## config.mk

```make
export PLATFORM = sky130hd
export DESIGN_NAME = gtm_timer
export DESIGN_NICKNAME = d
export VERILOG_FILES = /design/src/hw/gtm_rtc_divider.v /design/src/hw/gtm_timer.v
export VERILOG_INCLUDE_DIRS = /design/src /design/src/common
export SDC_FILE = /design/constraint.sdc
export NUM_CORES = 1
export LEC_CHECK = 0
export BUFFER_PORTS_ARGS = -buffer_cell sky130_fd_sc_hd__buf_2
export CORE_ASPECT_RATIO = 1.25
export CORE_MARGIN = 3
export CORE_UTILIZATION = 45
export CTS_BUF_LIST = sky130_fd_sc_hd__clkbuf_16
export DETAILED_ROUTE_END_ITERATION = 16
export PLACE_DENSITY = 0.74
export SLEW_MARGIN = 20
export SYNTH_ARGS = -nofsm -noshare
export SYNTH_HDL_FRONTEND = slang
export SYNTH_SLANG_ARGS = --single-unit
```

## constraint.sdc

```tcl
create_clock -name clk -period 2.8 [get_ports clk]
set_input_delay 0.56 -clock clk [delete_from_list [all_inputs] [get_ports clk]]
set_output_delay 0.56 -clock clk [all_outputs]
set_load 0.02 [all_outputs]
```

## src/common/gtm_regs.vh

```
`ifndef GTM_REGS_VH
`define GTM_REGS_VH

// *****************************************************************
// configuration register encodings
// *****************************************************************
`define GTM_CFG_W           3
`define GTM_CFG_32_TIMER    3'h0
`define GTM_CFG_32_RTC      3'h1
`define GTM_CFG_16_SPLIT    3'h4
`define GTM_CFG_RESET       3'h0

// *****************************************************************
// mode field encodings
// *****************************************************************
`define GTM_MODE_W          2
`define GTM_MODE_ONESHOT    2'h1
`define GTM_MODE_PERIODIC   2'h2
`define GTM_MODE_RESET      2'h0

// *****************************************************************
// reset and special values
// *****************************************************************
`define GTM_CNT16_RESET     16'hFFFF
`define GTM_ZERO16          16'h0000
`define GTM_ONE16           16'h0001
`define GTM_PRESCALE_RESET  8'h00
`define GTM_ZERO32          32'h00000000
`define GTM_ONE32           32'h00000001
`define GTM_RTC_START       32'h00000001
`define GTM_MATCH_RESET     32'hFFFFFFFF

// *****************************************************************
// real-time clock divider
// *****************************************************************
`define GTM_RTC_SRC_HZ      32768
`define GTM_RTC_OUT_HZ      1
`define GTM_RTC_DIV_W       15

`endif

```

## src/hw/gtm_rtc_divider.v

```verilog
`timescale 1ns/10ps
`include "gtm_regs.vh"

module gtm_rtc_divider #(
    parameter integer DIVIDE = `GTM_RTC_SRC_HZ / `GTM_RTC_OUT_HZ,
    parameter integer DIV_W  = `GTM_RTC_DIV_W
) (
    input  wire clk,
    input  wire rst_n,
    input  wire run,
    input  wire ref_clk_in,
    output reg  tick
);

    localparam [DIV_W-1:0] LAST = DIVIDE[DIV_W-1:0] - 1'b1;

    reg             ref_prev;
    reg [DIV_W-1:0] edge_count;
    wire            ref_rise;

    assign ref_rise = ref_clk_in & ~ref_prev;

    // *************************************************************
    // one tick per DIVIDE reference edges
    // *************************************************************
    always @(posedge clk) begin
        if (!rst_n) begin
            ref_prev   <= 1'b0;
            edge_count <= {DIV_W{1'b0}};
            tick       <= 1'b0;
        end else begin
            ref_prev <= ref_clk_in;
            tick     <= 1'b0;
            if (!run) begin
                edge_count <= {DIV_W{1'b0}};
            end else if (ref_rise) begin
                if (edge_count == LAST) begin
                    edge_count <= {DIV_W{1'b0}};
                    tick       <= 1'b1;
                end else begin
                    edge_count <= edge_count + {{(DIV_W-1){1'b0}}, 1'b1};
                end
            end
        end
    end

endmodule

```

## src/hw/gtm_timer.v

```verilog
// Functional notes
// two 16-bit counters, separate or joined into one 32-bit
// after reset idle; counts and loads hold 0xFFFF
// after reset both prescale registers hold 0x00
// configuration 0 selects 32-bit timer, 1 the 32-bit clock
// configuration 0x4 selects 16-bit mode with separate counters
// 32-bit modes act as one timer; 16-bit halves run independently
// 32-bit load write: low half to A, high half to B
// 32-bit read returns B count high, A count low
// in 32-bit timer mode only the A mode field matters
// enable counts down; after zero reload from joined load
// one-shot stops and clears A enable; periodic keeps counting
// zero sets A time-out raw flag until software clears it
// unmasked time-out also sets the A masked time-out flag
// load rewrite while running takes effect next cycle
// stall bit freezes timer during debug halt
// clock mode counts up from 1; loads via match register
// 32.768 kHz on even pin divided to 1 Hz drives the count
// count equal to match rolls over to zero
// match sets raw and unmasked masked flag; clear clears both
// clock enable bit set: no freeze in debug halt
// time-out flag set in the reload cycle
`timescale 1ns/10ps
`include "gtm_regs.vh"

module gtm_timer #(
    parameter integer RTC_DIVIDE = `GTM_RTC_SRC_HZ / `GTM_RTC_OUT_HZ
) (
    input  wire                   clk,
    input  wire                   rst_n,
    // configuration and mode
    input  wire                   cfg_wr,
    input  wire [`GTM_CFG_W-1:0]  cfg_wdata,
    input  wire                   mode_a_wr,
    input  wire [`GTM_MODE_W-1:0] mode_a_wdata,
    input  wire                   mode_b_wr,
    input  wire [`GTM_MODE_W-1:0] mode_b_wdata,
    // control
    input  wire                   ctl_wr,
    input  wire                   ctl_enable_a,
    input  wire                   ctl_enable_b,
    input  wire                   ctl_stall_a,
    input  wire                   ctl_stall_b,
    input  wire                   ctl_realtime_en,
    // loads, prescale, match
    input  wire                   load_a_wr,
    input  wire [31:0]            load_a_wdata,
    input  wire                   load_b_wr,
    input  wire [15:0]            load_b_wdata,
    input  wire                   prescale_a_wr,
    input  wire [7:0]             prescale_a_wdata,
    input  wire                   prescale_b_wr,
    input  wire [7:0]             prescale_b_wdata,
    input  wire                   match_wr,
    input  wire [31:0]            match_wdata,
    // mask and clear
    input  wire                   mask_timeout_a,
    input  wire                   mask_timeout_b,
    input  wire                   mask_realtime_match,
    input  wire                   clear_timeout_a,
    input  wire                   clear_timeout_b,
    input  wire                   clear_realtime_match,
    // system inputs
    input  wire                   debug_halt,
    input  wire                   capture_compare_pin_even,
    // status
    output reg  [`GTM_CFG_W-1:0]  timer_configuration,
    output reg  [`GTM_MODE_W-1:0] counter_a_mode_field,
    output reg  [`GTM_MODE_W-1:0] counter_b_mode_field,
    output reg                    counter_a_enable_bit,
    output reg                    counter_b_enable_bit,
    output reg                    counter_a_debug_stall_bit,
    output reg                    counter_b_debug_stall_bit,
    output reg                    realtime_enable_bit,
    output reg  [15:0]            counter_a_interval_load,
    output reg  [15:0]            counter_b_interval_load,
    output reg  [7:0]             counter_a_prescale,
    output reg  [7:0]             counter_b_prescale,
    output reg  [31:0]            counter_a_match_register,
    output wire [31:0]            counter_a_value,
    output wire [15:0]            counter_b_value,
    output reg                    counter_a_timeout_raw_flag,
    output reg                    counter_b_timeout_raw_flag,
    output reg                    realtime_match_raw_flag,
    output wire                   counter_a_timeout_masked_flag,
    output wire                   counter_b_timeout_masked_flag,
    output wire                   realtime_match_masked_flag
);

    reg  [15:0] count_a;
    reg  [15:0] count_b;
    wire [31:0] count_joined;
    wire [31:0] load_joined;
    wire        mode_32_timer;
    wire        mode_32_rtc;
    wire        mode_16;
    wire        freeze_a;
    wire        freeze_b;
    wire        rtc_tick;
    wire        run_a;
    wire        run_b;
    reg         hw_clear_enable_a;
    reg         hw_clear_enable_b;
    reg         set_timeout_a;
    reg         set_timeout_b;
    reg         set_match;

    // *************************************************************
    // mode decode
    // *************************************************************
    assign mode_32_timer = (timer_configuration == `GTM_CFG_32_TIMER);
    assign mode_32_rtc   = (timer_configuration == `GTM_CFG_32_RTC);
    assign mode_16       = (timer_configuration == `GTM_CFG_16_SPLIT);

    assign count_joined = {count_b, count_a};
    assign load_joined  = {counter_b_interval_load, counter_a_interval_load};

    // clock enable overrides stall
    assign freeze_a = counter_a_debug_stall_bit & debug_halt
                      & ~(mode_32_rtc & realtime_enable_bit);
    assign freeze_b = counter_b_debug_stall_bit & debug_halt;

    assign run_a = counter_a_enable_bit & ~freeze_a;
    assign run_b = counter_b_enable_bit & ~freeze_b;

    // joined read outside split mode
    assign counter_a_value = mode_16 ? {`GTM_ZERO16, count_a} : count_joined;
    assign counter_b_value = count_b;

    assign counter_a_timeout_masked_flag =
        counter_a_timeout_raw_flag & mask_timeout_a;
    assign counter_b_timeout_masked_flag =
        counter_b_timeout_raw_flag & mask_timeout_b;
    assign realtime_match_masked_flag =
        realtime_match_raw_flag & mask_realtime_match;

    // *************************************************************
    // reference divider
    // *************************************************************
    gtm_rtc_divider #(
        .DIVIDE (RTC_DIVIDE),
        .DIV_W  (`GTM_RTC_DIV_W)
    ) u_rtc_divider (
        .clk        (clk),
        .rst_n      (rst_n),
        .run        (mode_32_rtc & counter_a_enable_bit),
        .ref_clk_in (capture_compare_pin_even),
        .tick       (rtc_tick)
    );

    // *************************************************************
    // configuration registers
    // *************************************************************
    always @(posedge clk) begin
        if (!rst_n) begin
            timer_configuration      <= `GTM_CFG_RESET;
            counter_a_mode_field     <= `GTM_MODE_RESET;
            counter_b_mode_field     <= `GTM_MODE_RESET;
            counter_a_prescale       <= `GTM_PRESCALE_RESET;
            counter_b_prescale       <= `GTM_PRESCALE_RESET;
            counter_a_match_register <= `GTM_MATCH_RESET;
        end else begin
            if (cfg_wr) begin
                timer_configuration <= cfg_wdata;
            end
            if (mode_a_wr) begin
                counter_a_mode_field <= mode_a_wdata;
            end
            if (mode_b_wr) begin
                counter_b_mode_field <= mode_b_wdata;
            end
            if (prescale_a_wr) begin
                counter_a_prescale <= prescale_a_wdata;
            end
            if (prescale_b_wr) begin
                counter_b_prescale <= prescale_b_wdata;
            end
            if (match_wr) begin
                counter_a_match_register <= match_wdata;
            end
        end
    end

    // *************************************************************
    // control; software write beats hw clear
    // *************************************************************
    always @(posedge clk) begin
        if (!rst_n) begin
            counter_a_enable_bit      <= 1'b0;
            counter_b_enable_bit      <= 1'b0;
            counter_a_debug_stall_bit <= 1'b0;
            counter_b_debug_stall_bit <= 1'b0;
            realtime_enable_bit       <= 1'b0;
        end else if (ctl_wr) begin
            counter_a_enable_bit      <= ctl_enable_a;
            counter_b_enable_bit      <= ctl_enable_b;
            counter_a_debug_stall_bit <= ctl_stall_a;
            counter_b_debug_stall_bit <= ctl_stall_b;
            realtime_enable_bit       <= ctl_realtime_en;
        end else begin
            if (hw_clear_enable_a) begin
                counter_a_enable_bit <= 1'b0;
            end
            if (hw_clear_enable_b) begin
                counter_b_enable_bit <= 1'b0;
            end
        end
    end

    // *************************************************************
    // event decode per mode
    // *************************************************************
    always @* begin
        hw_clear_enable_a = 1'b0;
        hw_clear_enable_b = 1'b0;
        set_timeout_a     = 1'b0;
        set_timeout_b     = 1'b0;
        set_match         = 1'b0;
        if (mode_32_timer) begin
            if (run_a && count_joined == `GTM_ZERO32) begin
                set_timeout_a     = 1'b1;
                hw_clear_enable_a = (counter_a_mode_field == `GTM_MODE_ONESHOT);
            end
        end else if (mode_32_rtc) begin
            if (run_a && rtc_tick && count_joined == counter_a_match_register) begin
                set_match = 1'b1;
            end
        end else if (mode_16) begin
            if (run_a && count_a == `GTM_ZERO16) begin
                set_timeout_a     = 1'b1;
                hw_clear_enable_a = (counter_a_mode_field == `GTM_MODE_ONESHOT);
            end
            if (run_b && count_b == `GTM_ZERO16) begin
                set_timeout_b     = 1'b1;
                hw_clear_enable_b = (counter_b_mode_field == `GTM_MODE_ONESHOT);
            end
        end
    end

    // *************************************************************
    // load registers and counters
    // *************************************************************
    always @(posedge clk) begin
        if (!rst_n) begin
            count_a                 <= `GTM_CNT16_RESET;
            count_b                 <= `GTM_CNT16_RESET;
            counter_a_interval_load <= `GTM_CNT16_RESET;
            counter_b_interval_load <= `GTM_CNT16_RESET;
        end else if (cfg_wr && cfg_wdata == `GTM_CFG_32_RTC && !mode_32_rtc) begin
            {count_b, count_a} <= `GTM_RTC_START;
        end else if (load_a_wr && !mode_16) begin
            counter_a_interval_load <= load_a_wdata[15:0];
            counter_b_interval_load <= load_a_wdata[31:16];
            if (!mode_32_rtc) begin
                {count_b, count_a} <= load_a_wdata;
            end
        end else if (mode_32_timer) begin
            if (run_a) begin
                if (count_joined == `GTM_ZERO32) begin
                    {count_b, count_a} <= load_joined;
                end else begin
                    {count_b, count_a} <= count_joined - `GTM_ONE32;
                end
            end
        end else if (mode_32_rtc) begin
            if (run_a && rtc_tick) begin
                if (count_joined == counter_a_match_register) begin
                    {count_b, count_a} <= `GTM_ZERO32;
                end else begin
                    {count_b, count_a} <= count_joined + `GTM_ONE32;
                end
            end
        end else if (mode_16) begin
            if (load_a_wr) begin
                counter_a_interval_load <= load_a_wdata[15:0];
                count_a                 <= load_a_wdata[15:0];
            end else if (run_a) begin
                if (count_a == `GTM_ZERO16) begin
                    count_a <= counter_a_interval_load;
                end else begin
                    count_a <= count_a - `GTM_ONE16;
                end
            end
            if (load_b_wr) begin
                counter_b_interval_load <= load_b_wdata;
                count_b                 <= load_b_wdata;
            end else if (run_b) begin
                if (count_b == `GTM_ZERO16) begin
                    count_b <= counter_b_interval_load;
                end else begin
                    count_b <= count_b - `GTM_ONE16;
                end
            end
        end
    end

    // *************************************************************
    // sticky flags; set wins
    // *************************************************************
    always @(posedge clk) begin
        if (!rst_n) begin
            counter_a_timeout_raw_flag <= 1'b0;
            counter_b_timeout_raw_flag <= 1'b0;
            realtime_match_raw_flag    <= 1'b0;
        end else begin
            if (set_timeout_a) begin
                counter_a_timeout_raw_flag <= 1'b1;
            end else if (clear_timeout_a) begin
                counter_a_timeout_raw_flag <= 1'b0;
            end
            if (set_timeout_b) begin
                counter_b_timeout_raw_flag <= 1'b1;
            end else if (clear_timeout_b) begin
                counter_b_timeout_raw_flag <= 1'b0;
            end
            if (set_match) begin
                realtime_match_raw_flag <= 1'b1;
            end else if (clear_realtime_match) begin
                realtime_match_raw_flag <= 1'b0;
            end
        end
    end

endmodule

```

* After elaboration in Yosys (flattened, before gate mapping) *
Cells that the tools add are included.

storage, ports and cells
  register bits after elaboration = 144
  bits of input ports = 127
  output and inout bits = 146

cells by class
  $add $sub $neg = 5
  eq/ne operators = 15
  muxes and demuxes = 70
  bitwise logic cells = 17
  reductions and logical operators = 35

operators by type and width
  kind                                                    count
  two-way mux 16 bit                                      36
  adder 32 x 1 -> 32 bit (second input constant)          1
  == test 32 bit                                          1
  zero test 16 bit                                        2
  zero test 32 bit                                        1
  two-way mux 1 bit                                       32
  two-way mux 32 bit                                      1
  subtractor 16 x 1 -> 16 bit (second input constant)     2
  subtractor 32 x 1 -> 32 bit (second input constant)     1
  AND reduction 5 bit                                     5
  nonzero test 2 bit                                      8
  adder 15 x 1 -> 15 bit (second input constant)          1
  == test 15 bit (second input constant)                  1
  two-way mux 15 bit                                      1
  AND 1 bit                                               11
  nonzero test 5 bit                                      2
  logical AND 1 bit                                       8
  nonzero test 4 bit                                      2
  == test 3 x 1 -> 1 bit (second input constant)          2
  NOT 1 bit                                               6
  nonzero test 6 bit                                      1
  == test 2 x 1 -> 1 bit (second input constant)          2
  inequality test 2 x 1 -> 1 bit (second input constant)  2
  inequality test 4 x 1 -> 1 bit (second input constant)  1
  other kinds (11)                                        12

* Logic depth before layout (Yosys ltp) *
Gate-level depths: netlist of the first run.

  depth after elaboration = 13
  depth in mapped cells = 11
  gate-level depth less buffers = 9

* Modules after synthesis *
Synthesis of the first run repeated with hierarchy kept, for this count alone.

unflattened totals
  cell total of the unflattened synthesis = 1247
  area, all modules = 9545.4 um2

by module, submodules not included
  module           instances  cells an instance  area an instance (um2)  sequential area each (um2)
  gtm_timer        1          1164               8804.7                  2542.4
  gtm_rtc_divider  1          83                 740.7                   340.3

* Worst setup path before layout of the first run *
Ideal clock, no wire load.

  kind = reg2reg
  start = reg count_b[0], in the netlist counter_b_value[0]
  end = reg count_b[12], in the netlist counter_b_value[12]
  arrival time = 2.724 ns
  setup slack = -0.066 ns
  cell stages (with the launch flop) = 11
  buffers on the path = 2
  cells stage by stage = dfxtp_1 -> clkbuf_1 -> inv_1 -> ha_1 -> or3b_1 -> or3_1 -> clkbuf_1 -> or4_1 -> xnor2_1 -> o211ai_1 -> o211ai_1

on the way
  cells in the longest elaborated chain, start to end = 9

RTL lines
  item                                                                              RTL line         text
  start: declaration                                                                gtm_timer.v:91   reg [15:0] count_b;
  start signal: assignment                                                          gtm_timer.v:246  count_b <= `GTM_CNT16_RESET;
  start signal: assignment                                                          gtm_timer.v:250  {count_b, count_a} <= `GTM_RTC_START;
  start signal: assignment                                                          gtm_timer.v:255  {count_b, count_a} <= load_a_wdata;
  subtractor 16 x 1 -> 16 bit (no line) / zero test 16 bit (equally long branches)  -
  two-way mux 16 bit                                                                gtm_timer.v:288  if (count_b == `GTM_ZERO16) begin
  two-way mux 16 bit                                                                gtm_timer.v:287  end else if (run_b) begin
  two-way mux 16 bit                                                                gtm_timer.v:284  if (load_b_wr) begin
  two-way mux 16 bit                                                                gtm_timer.v:273  end else if (mode_16) begin
  two-way mux 16 bit                                                                gtm_timer.v:265  end else if (mode_32_rtc) begin
  two-way mux 16 bit *                                                              gtm_timer.v:257  end else if (mode_32_timer) begin
  two-way mux 16 bit *                                                              gtm_timer.v:251  end else if (load_a_wr && !mode_16) begin
  two-way mux 16 bit *                                                              gtm_timer.v:249  end else if (cfg_wr && cfg_wdata == `GTM_CFG_32_RTC && !mode_32_rtc) begin

Mark *: on every way between the ends. The rest lies on a longest branch, timed or not. The select of a mux whose other input is x is not followed.
A chain may end at the register's enable or synchronous reset.

* Worst setup path in the final report of the first run *
  start = reg count_b[1], in the netlist counter_b_value[1]
  end = reg count_b[12], in the netlist counter_b_value[12]

The elaborated chain is that of the path after synthesis.

==> results of run 1 <==
==> sequential cells by signal, indices dropped and copies added (netlist names), 2 cells and up <==
signal	count
counter_a_match_register	32
count_a	16
counter_a_interval_load	16
counter_b_interval_load	16
counter_b_value	16
u_rtc_divider.edge_count	15
counter_a_prescale	8
counter_b_prescale	8
timer_configuration	3
counter_a_mode_field	2
counter_b_mode_field	2
==> stage by stage <==
step | worst slack (ns) | utilization (%) | instance area (µm²)
5_1_grt | 0.00377 | 59.6 | 12100
3_3_place_gp | 0.187 | 56.8 | 11500
4_1_cts | 0.0946 | 59.6 | 12100
3_5_place_dp | 0.164 | 56.8 | 11500
2_1_floorplan | 0.00736 | - | 9390
6_report | 0.135 | 59.6 | 12100
==> worst max-delay path, delay by kind of cell (launching register included) <==
| family | cells | cell delay [ns] |
|---|---|---|
| buffers and inverters | 1 | 0.08 |
| AOI/OAI and AO/OA | 2 | 0.30 |
| adders and majority gates | 1 | 0.24 |
| and+or+nand+nor | 3 | 1.44 |
| DFF | 1 | 0.31 |
| xor gates and xnor gates | 1 | 0.15 |
==> cell usage in the layout, fill, tap and decap left out, types with 10 or more instances in the layout <==
master     count
nor2_1        78
a21boi_0      10
nor2b_1       46
dfxtp_1      144
buf_2        271
nor3_1        20
buf_4        104
xor2_1        75
inv_1         13
mux2i_1       78
a211oi_1      11
and3_1        11
o211ai_1      28
nand4_1       32
o2111ai_1     12
nor4_1        21
o21ai_0       67
a21oi_1       53
xnor2_1       34
clkbuf_16     17
nand3_1       66
nand2_1      157
or3_1         11
==> path summary, 6_finish.rpt <==
| check | slack [ns] | cells past startpoint | end | start |
|---|---|---|---|---|
| worst max register to register | 0.13 | 8 | counter_b_value[12] | counter_b_value[1] |
| worst min-delay path | 0.33 | 3 | counter_a_match_register[22] | match_wdata[22] |
| worst max-delay path | 0.13 | 8 | counter_b_value[12] | counter_b_value[1] |
| worst min register to register | 0.51 | 2 | counter_b_timeout_raw_flag | counter_b_timeout_raw_flag |
==> final cells by class <==
| cell class | instances | area share (%) |
|---|---|---|
| clock buffer | 17 | 3.51 |
| clock inverter | 15 | 1.25 |
| inverter | 13 | 0.403 |
| multi-input combinational | 942 | 49.8 |
| sequential | 144 | 23.8 |
| tap | 270 | 2.79 |
| timing repair buffer | 380 | 18.5 |
==> metal layers <==
metal  vias to the layer above  global-route usage (%)
li1                       4868                       -
met1                      5058                    39.8
met2                       678                    55.2
met3                       169                    5.77
met4                         0                    19.7
met5                         -                       0
==> power groups by stage <==
stage | Sequential [µW] | Clock [µW] | Combinational [µW]
2_1_floorplan | 2560 | 0 | 1090
3_3_place_gp | 2430 | 0 | 2100
3_5_place_dp | 2430 | 0 | 2110
4_1_cts | 2390 | 2330 | 2130
5_1_grt | 2410 | 2400 | 2300
6_report | 2390 | 2320 | 2170
==> kinds of logic after synthesis <==
group	share of synthesized area, %
DFF	30.7
buffers and inverters	5.19
muxes	8.92
AOI/OAI and AO/OA	16.5
xor gates and xnor gates	10.2
and+or+nand+nor	27.7
adders and majority gates	0.800
==> flow_summary.toml, run 1 <==
[sta]
fin_skew_ns = 0.00833
slew_viol_final = 0
tns_ns = 0
rsz0062_at_grt = "false"
fmax_ghz = 0.375
setup_viol = 0
hold_viol = 0
tightestPinTransition_ns = 0.988
min_period_ns = 2.67
period_share_pct = 95.2
slew_headroom_pct = 33.9
fin_hold_ws_ns = 0.329

[floorplan]
core-area_mm2 = 0.0203
fp.dieH_um = 167
ioPinCount = 273
die_area_mm2 = 0.0226
initial_core_util_pct = 46.2
dieWidth_um = 135
num_rows = 58

[synth]
yosys-top-cells-area = "dfxtp_1 31%, mux2i_1 8.3%, xor2_1 7.0%"
ys_warn_count = 0
synth_area_leader_cell = "dfxtp_1"
synth_common_cells = "157 x nand2_1, 144 x dfxtp_1, 78 x mux2i_1, 78 x nor2_1, 75 x xor2_1"
synth_cells = 1202
synth_edf_count = 0
synth_cell_types = 74
avgSynthCellArea_um2 = 7.81
seq_area_frac_synth_pct = 30.7
syn_nets = 1335
synth-seq-cells = 144
async_reset_ff_share_pct = 0
netlist_area_mm2 = 0.00938
ys.flop_type = "dfxtp_1"
synth_top_area_share_pct = 30.7
post-synth-top-count-cell = "nand2_1"

[worst_setup_path]
cp-start-kind = "flip-flop"
cp.arrival_ns = 2.97
slowest_delay_ns = 0.52
endpoint_kind = "flip-flop"
cp_max_fo = 6
path_cells = "inv_1, ha_1, or3b_4, or3_1, or4_1, xnor2_1, o211ai_1, o211ai_1"
cp_common_cell = "o211ai_1"
cpMaxStageDelayCell = "or4_1"
path_class = "flip-flop to flip-flop"
required_ns = 3.10

[routing]
first_pass_iters = 6
drc = 0
routed.top_layer = "met4"
wl_um = 38800
met1Wirelength_um = 14700
met2_length_um = 18700
drt_iter0_markers = 1148
avgViaCountPerCell = 6.05
num_vias = 10800
drtAntennaViolNets = 0
route.met3.wl_um = 3020
post_drt_wl_per_cell_um = 21.8

[power_and_ir_drop]
power_switching_uw = 2590
finalPower_uw = 6880
swShare_pct = 37.7
p_leak_uw = 0.00519
p_clk_share_pct = 33.7
p_int_uw = 4290
seq_power_share_pct = 34.8
power.density_mw_per_mm2 = 568
combPwrFrac_pct = 31.5
vdd_drop_max_uv = 464

[finish]
area_delta_synth_final_pct = 29.1
fin_cells = 1781
fillers = 1924
layout-drive-gt1-share_pct = 29.6
fin_nets = 1631
seq_area_mm2 = 0.00288
insertedDiodeCount = 0
multi_input_area_mm2 = 0.00603

[cts]
postCtsSetupRepairBufs = 0
cts.sinks = 144
cts_buffer_depth = 2
htreeDepth = 4
clk_pin_slew_worst_paths_ns = 0.07
cts_resized = 0
cts_tree = "done"
cts_buffers = 17
cts_root_buf = "clkbuf_16"
ctsHoldBuffers = 0
clk_latency_ns = 0.44

[global_routing]
grt_start_max_net_pins = 96
antenna_found_initial = 0
grt_pass1_vias = 10500
grt_pass1_wl_um = 59000
grt.overflow.total = 0
grt_use_total_pct = 33.2

[placement]
portBuffers = 272
place_inst = 1749
gp_congestion = 1.01
hpwl_um = 29300

[min_path]
holdCritPathClass = "primary input to flip-flop"

[status]
status = "finished, final reports clean"

[job]
maxCapViolCount = 0
No activity file was read; power rests on OpenSTA's default activity.
==> run 2: changes to the inputs <==
--- a/config.mk
+++ b/config.mk
@@ -6,13 +6,14 @@
 export SDC_FILE = /design/constraint.sdc
 export NUM_CORES = 1
 export LEC_CHECK = 0
+export ABC_AREA = 1
 export BUFFER_PORTS_ARGS = -buffer_cell sky130_fd_sc_hd__buf_2
 export CORE_ASPECT_RATIO = 1.25
 export CORE_MARGIN = 3
 export CORE_UTILIZATION = 45
 export CTS_BUF_LIST = sky130_fd_sc_hd__clkbuf_16
 export DETAILED_ROUTE_END_ITERATION = 16
-export PLACE_DENSITY = 0.74
+export PLACE_DENSITY = 0.73
 export SLEW_MARGIN = 20
 export SYNTH_ARGS = -nofsm -noshare
 export SYNTH_HDL_FRONTEND = slang
==> run 2 against run 1 <==
Die area grew 8.3%. Worst hold slack got worse by 0.024 ns. Largest cell class unchanged. Clock skew rose by 0.010 ns. Synthesized area up 8.7%. Sequential power is 6% higher. Combinational power up 15%. Power rose by 7.7%. Sequential share of layout area fell by 0.58 points. Setup slack improved by 0.10 ns. Critical path type is now flip-flop to primary output. Non-clock buffer count fell by 63. Maximum frequency rose by 3.9%.
==> flow_summary.toml, run 2 <==
[synth]
syn_nets = 1865
post-synth-top-count-cell = "nand2_1"
synth_cell_types = 45
netlist_area_mm2 = 0.0102
synth-seq-cells = 144
avgSynthCellArea_um2 = 5.89
async_reset_ff_share_pct = 0
seq_area_frac_synth_pct = 28.3
synth_area_leader_cell = "dfxtp_1"
synth_common_cells = "551 x nand2_1, 235 x nor2_1, 145 x inv_1, 144 x dfxtp_1, 137 x nand3_1"
synth_cells = 1732
ys.flop_type = "dfxtp_1"
synth_edf_count = 0
synth_top_area_share_pct = 28.3
yosys-top-cells-area = "dfxtp_1 28%, nand2_1 20%, nor2_1 8.7%"
ys_warn_count = 0

[global_routing]
grt_use_total_pct = 32.5
grt.overflow.total = 0
antenna_found_initial = 0
grt_start_max_net_pins = 54
grt_pass1_vias = 12000
grt_pass1_wl_um = 64200

[floorplan]
initial_core_util_pct = 46.5
fp.dieH_um = 174
die_area_mm2 = 0.0245
num_rows = 60
ioPinCount = 273
core-area_mm2 = 0.0219
dieWidth_um = 141

[routing]
num_vias = 12500
drt_iter0_markers = 1224
drc = 0
wl_um = 40900
drtAntennaViolNets = 0
first_pass_iters = 6
avgViaCountPerCell = 5.52
post_drt_wl_per_cell_um = 18.0

[worst_setup_path]
cp-start-kind = "flip-flop"
crit_family = "buffers and inverters"
path_cells = "nor2_1, nand2_1, clkinv_1, buf_4, nor2_1, buf_2"
critPathLaunch = "timer_configuration[0]"
path_class = "flip-flop to primary output"
endpoint_kind = "primary output"
crit_buf_inv = 3
slowest_delay_ns = 0.38
cp_max_fo = 13
regToRegStartpoint = "count_a[0]"
required_ns = 2.24
cpMaxStageDelayCell = "dfxtp_1"
cp.arrival_ns = 2.00
cp_common_cell = "nor2_1"

[cts]
clk_latency_ns = 0.44
htreeDepth = 4
postCtsSetupRepairBufs = 0
cts_tree = "done"
cts.sinks = 144
cts_buffers = 17
cts_buffer_depth = 2
clk_pin_slew_worst_paths_ns = 0.08
ctsHoldBuffers = 0
cts_resized = 0
cts_root_buf = "clkbuf_16"

[finish]
layout-drive-gt1-share_pct = 19.3
insertedDiodeCount = 0
regMostFlops = "counter_a_match_register"
layout_commonest_cell = "nand2_1"
area_delta_synth_final_pct = 21.8
fin_nets = 2109
layout_common_cells = "551 x nand2_1, 272 x buf_2, 233 x nor2_1, 145 x inv_1, 144 x dfxtp_1"
fin_cells = 2268
largest_reg_flops = 32

[min_path]
hold_start = "capture_compare_pin_even"
holdCritPathClass = "primary input to flip-flop"

[sta]
period_share_pct = 91.6
setup_viol = 0
rsz0062_at_grt = "false"
hold_viol = 0
slew_viol_final = 0
fmax_ghz = 0.390
tightestPinTransition_ns = 1.09
min_period_ns = 2.56
tns_ns = 0
fin_skew_ns = 0.0184
slew_headroom_pct = 27.2

[placement]
hpwl_um = 31100
gp_congestion = 1.02
place_inst = 2236
portBuffers = 272

[status]
status = "finished, final reports clean"

[power_and_ir_drop]
vdd_drop_max_uv = 385
power.density_mw_per_mm2 = 597
p_leak_uw = 0.00630

[job]
maxCapViolCount = 0
[run 2: cell count changes in the layout (fill, tap and decap cells not counted), moves of 11 or more]
cell,previous run,this run
inv_1,13,145
nor2_1,78,233
or3_1,11,0
nor4_1,21,0
o21ai_0,67,102
buf_4,104,44
nor2b_1,46,0
xor2_1,75,39
nand2_1,157,551
nand3_1,66,137
a21oi_1,53,115
mux2i_1,78,0
[run 2: power breakdown]
| group | total, µW | switching, µW | internal [µW] |
|---|---|---|---|
| Combinational | 2500 | 1660 | 842 |
| Clock | 2370 | 1150 | 1210 |
| Sequential | 2540 | 319 | 2220 |
| Total | 7410 | 3130 | 4280 |
[run 2: kinds of logic after synthesis]
family          Yosys count  synth area share (%)
compound gates          278                  15.0
xor+xnor                 64                  5.50
fa+ha+maj                 6                 0.736
buf+inv                 246                  10.1
flops                   144                  28.3
simple gates            994                  40.5
[run 2: path summary, 6_finish.rpt]
path                                       end  slack [ns]  cells past startpoint
setup reg to reg                    count_a[8]        0.30                     13
setup / recovery           counter_a_value[27]        0.24                      6
hold reg to reg   u_rtc_divider.edge_count[14]        0.45                      2
hold / removal          u_rtc_divider.ref_prev        0.30                      3
[run 2: worst register-to-register path: stages, from the launching register on]
cell and delay (ns):
dfxtp_1 0.41, inv_1 0.20, ha_1 0.18, inv_1 0.04, nor2_1 0.25, nand4_1 0.13
nor2_1 0.36, nand2_1 0.30, o211ai_1 0.24, nand2_1 0.07, inv_1 0.06, nand2_1 0.05
nand2_1 0.06, nand2_1 0.05
[run 2: metal layers]
layer / GRT usage, % / up-vias / wire, µm
met5: 0 / - / 0
met4: 17.7 / 0 / 2350
met3: 5.64 / 137 / 3110
met2: 54.5 / 640 / 19400
met1: 39.2 / 5710 / 16000
li1: - / 6040 / -
[run 2: layout make-up]
cell class,instances,area (µm²)
inverter,154,581
multi-input combinational,1342,6290
sequential,144,2880
tap,279,349
timing repair buffer,317,1710
fill,2260,9500
clock inverter,15,181
clock buffer,17,425
[run 2: through the flow]
stage / total power, µW / worst slack [ns] / hold slack (ns) / cell area [µm²] / util [%]
floorplan: 4110 / 0.516 / 0.426 / 10200 / -
finish: 7410 / 0.235 / 0.305 / 12400 / 56.7
detailed placement: 5020 / 0.261 / 0.440 / 11800 / 53.9
CTS: 7380 / 0.244 / 0.298 / 12400 / 56.6
global placement: 5010 / 0.260 / 0.436 / 11800 / 53.9
global route: 7780 / 0.0760 / 0.321 / 12400 / 56.7
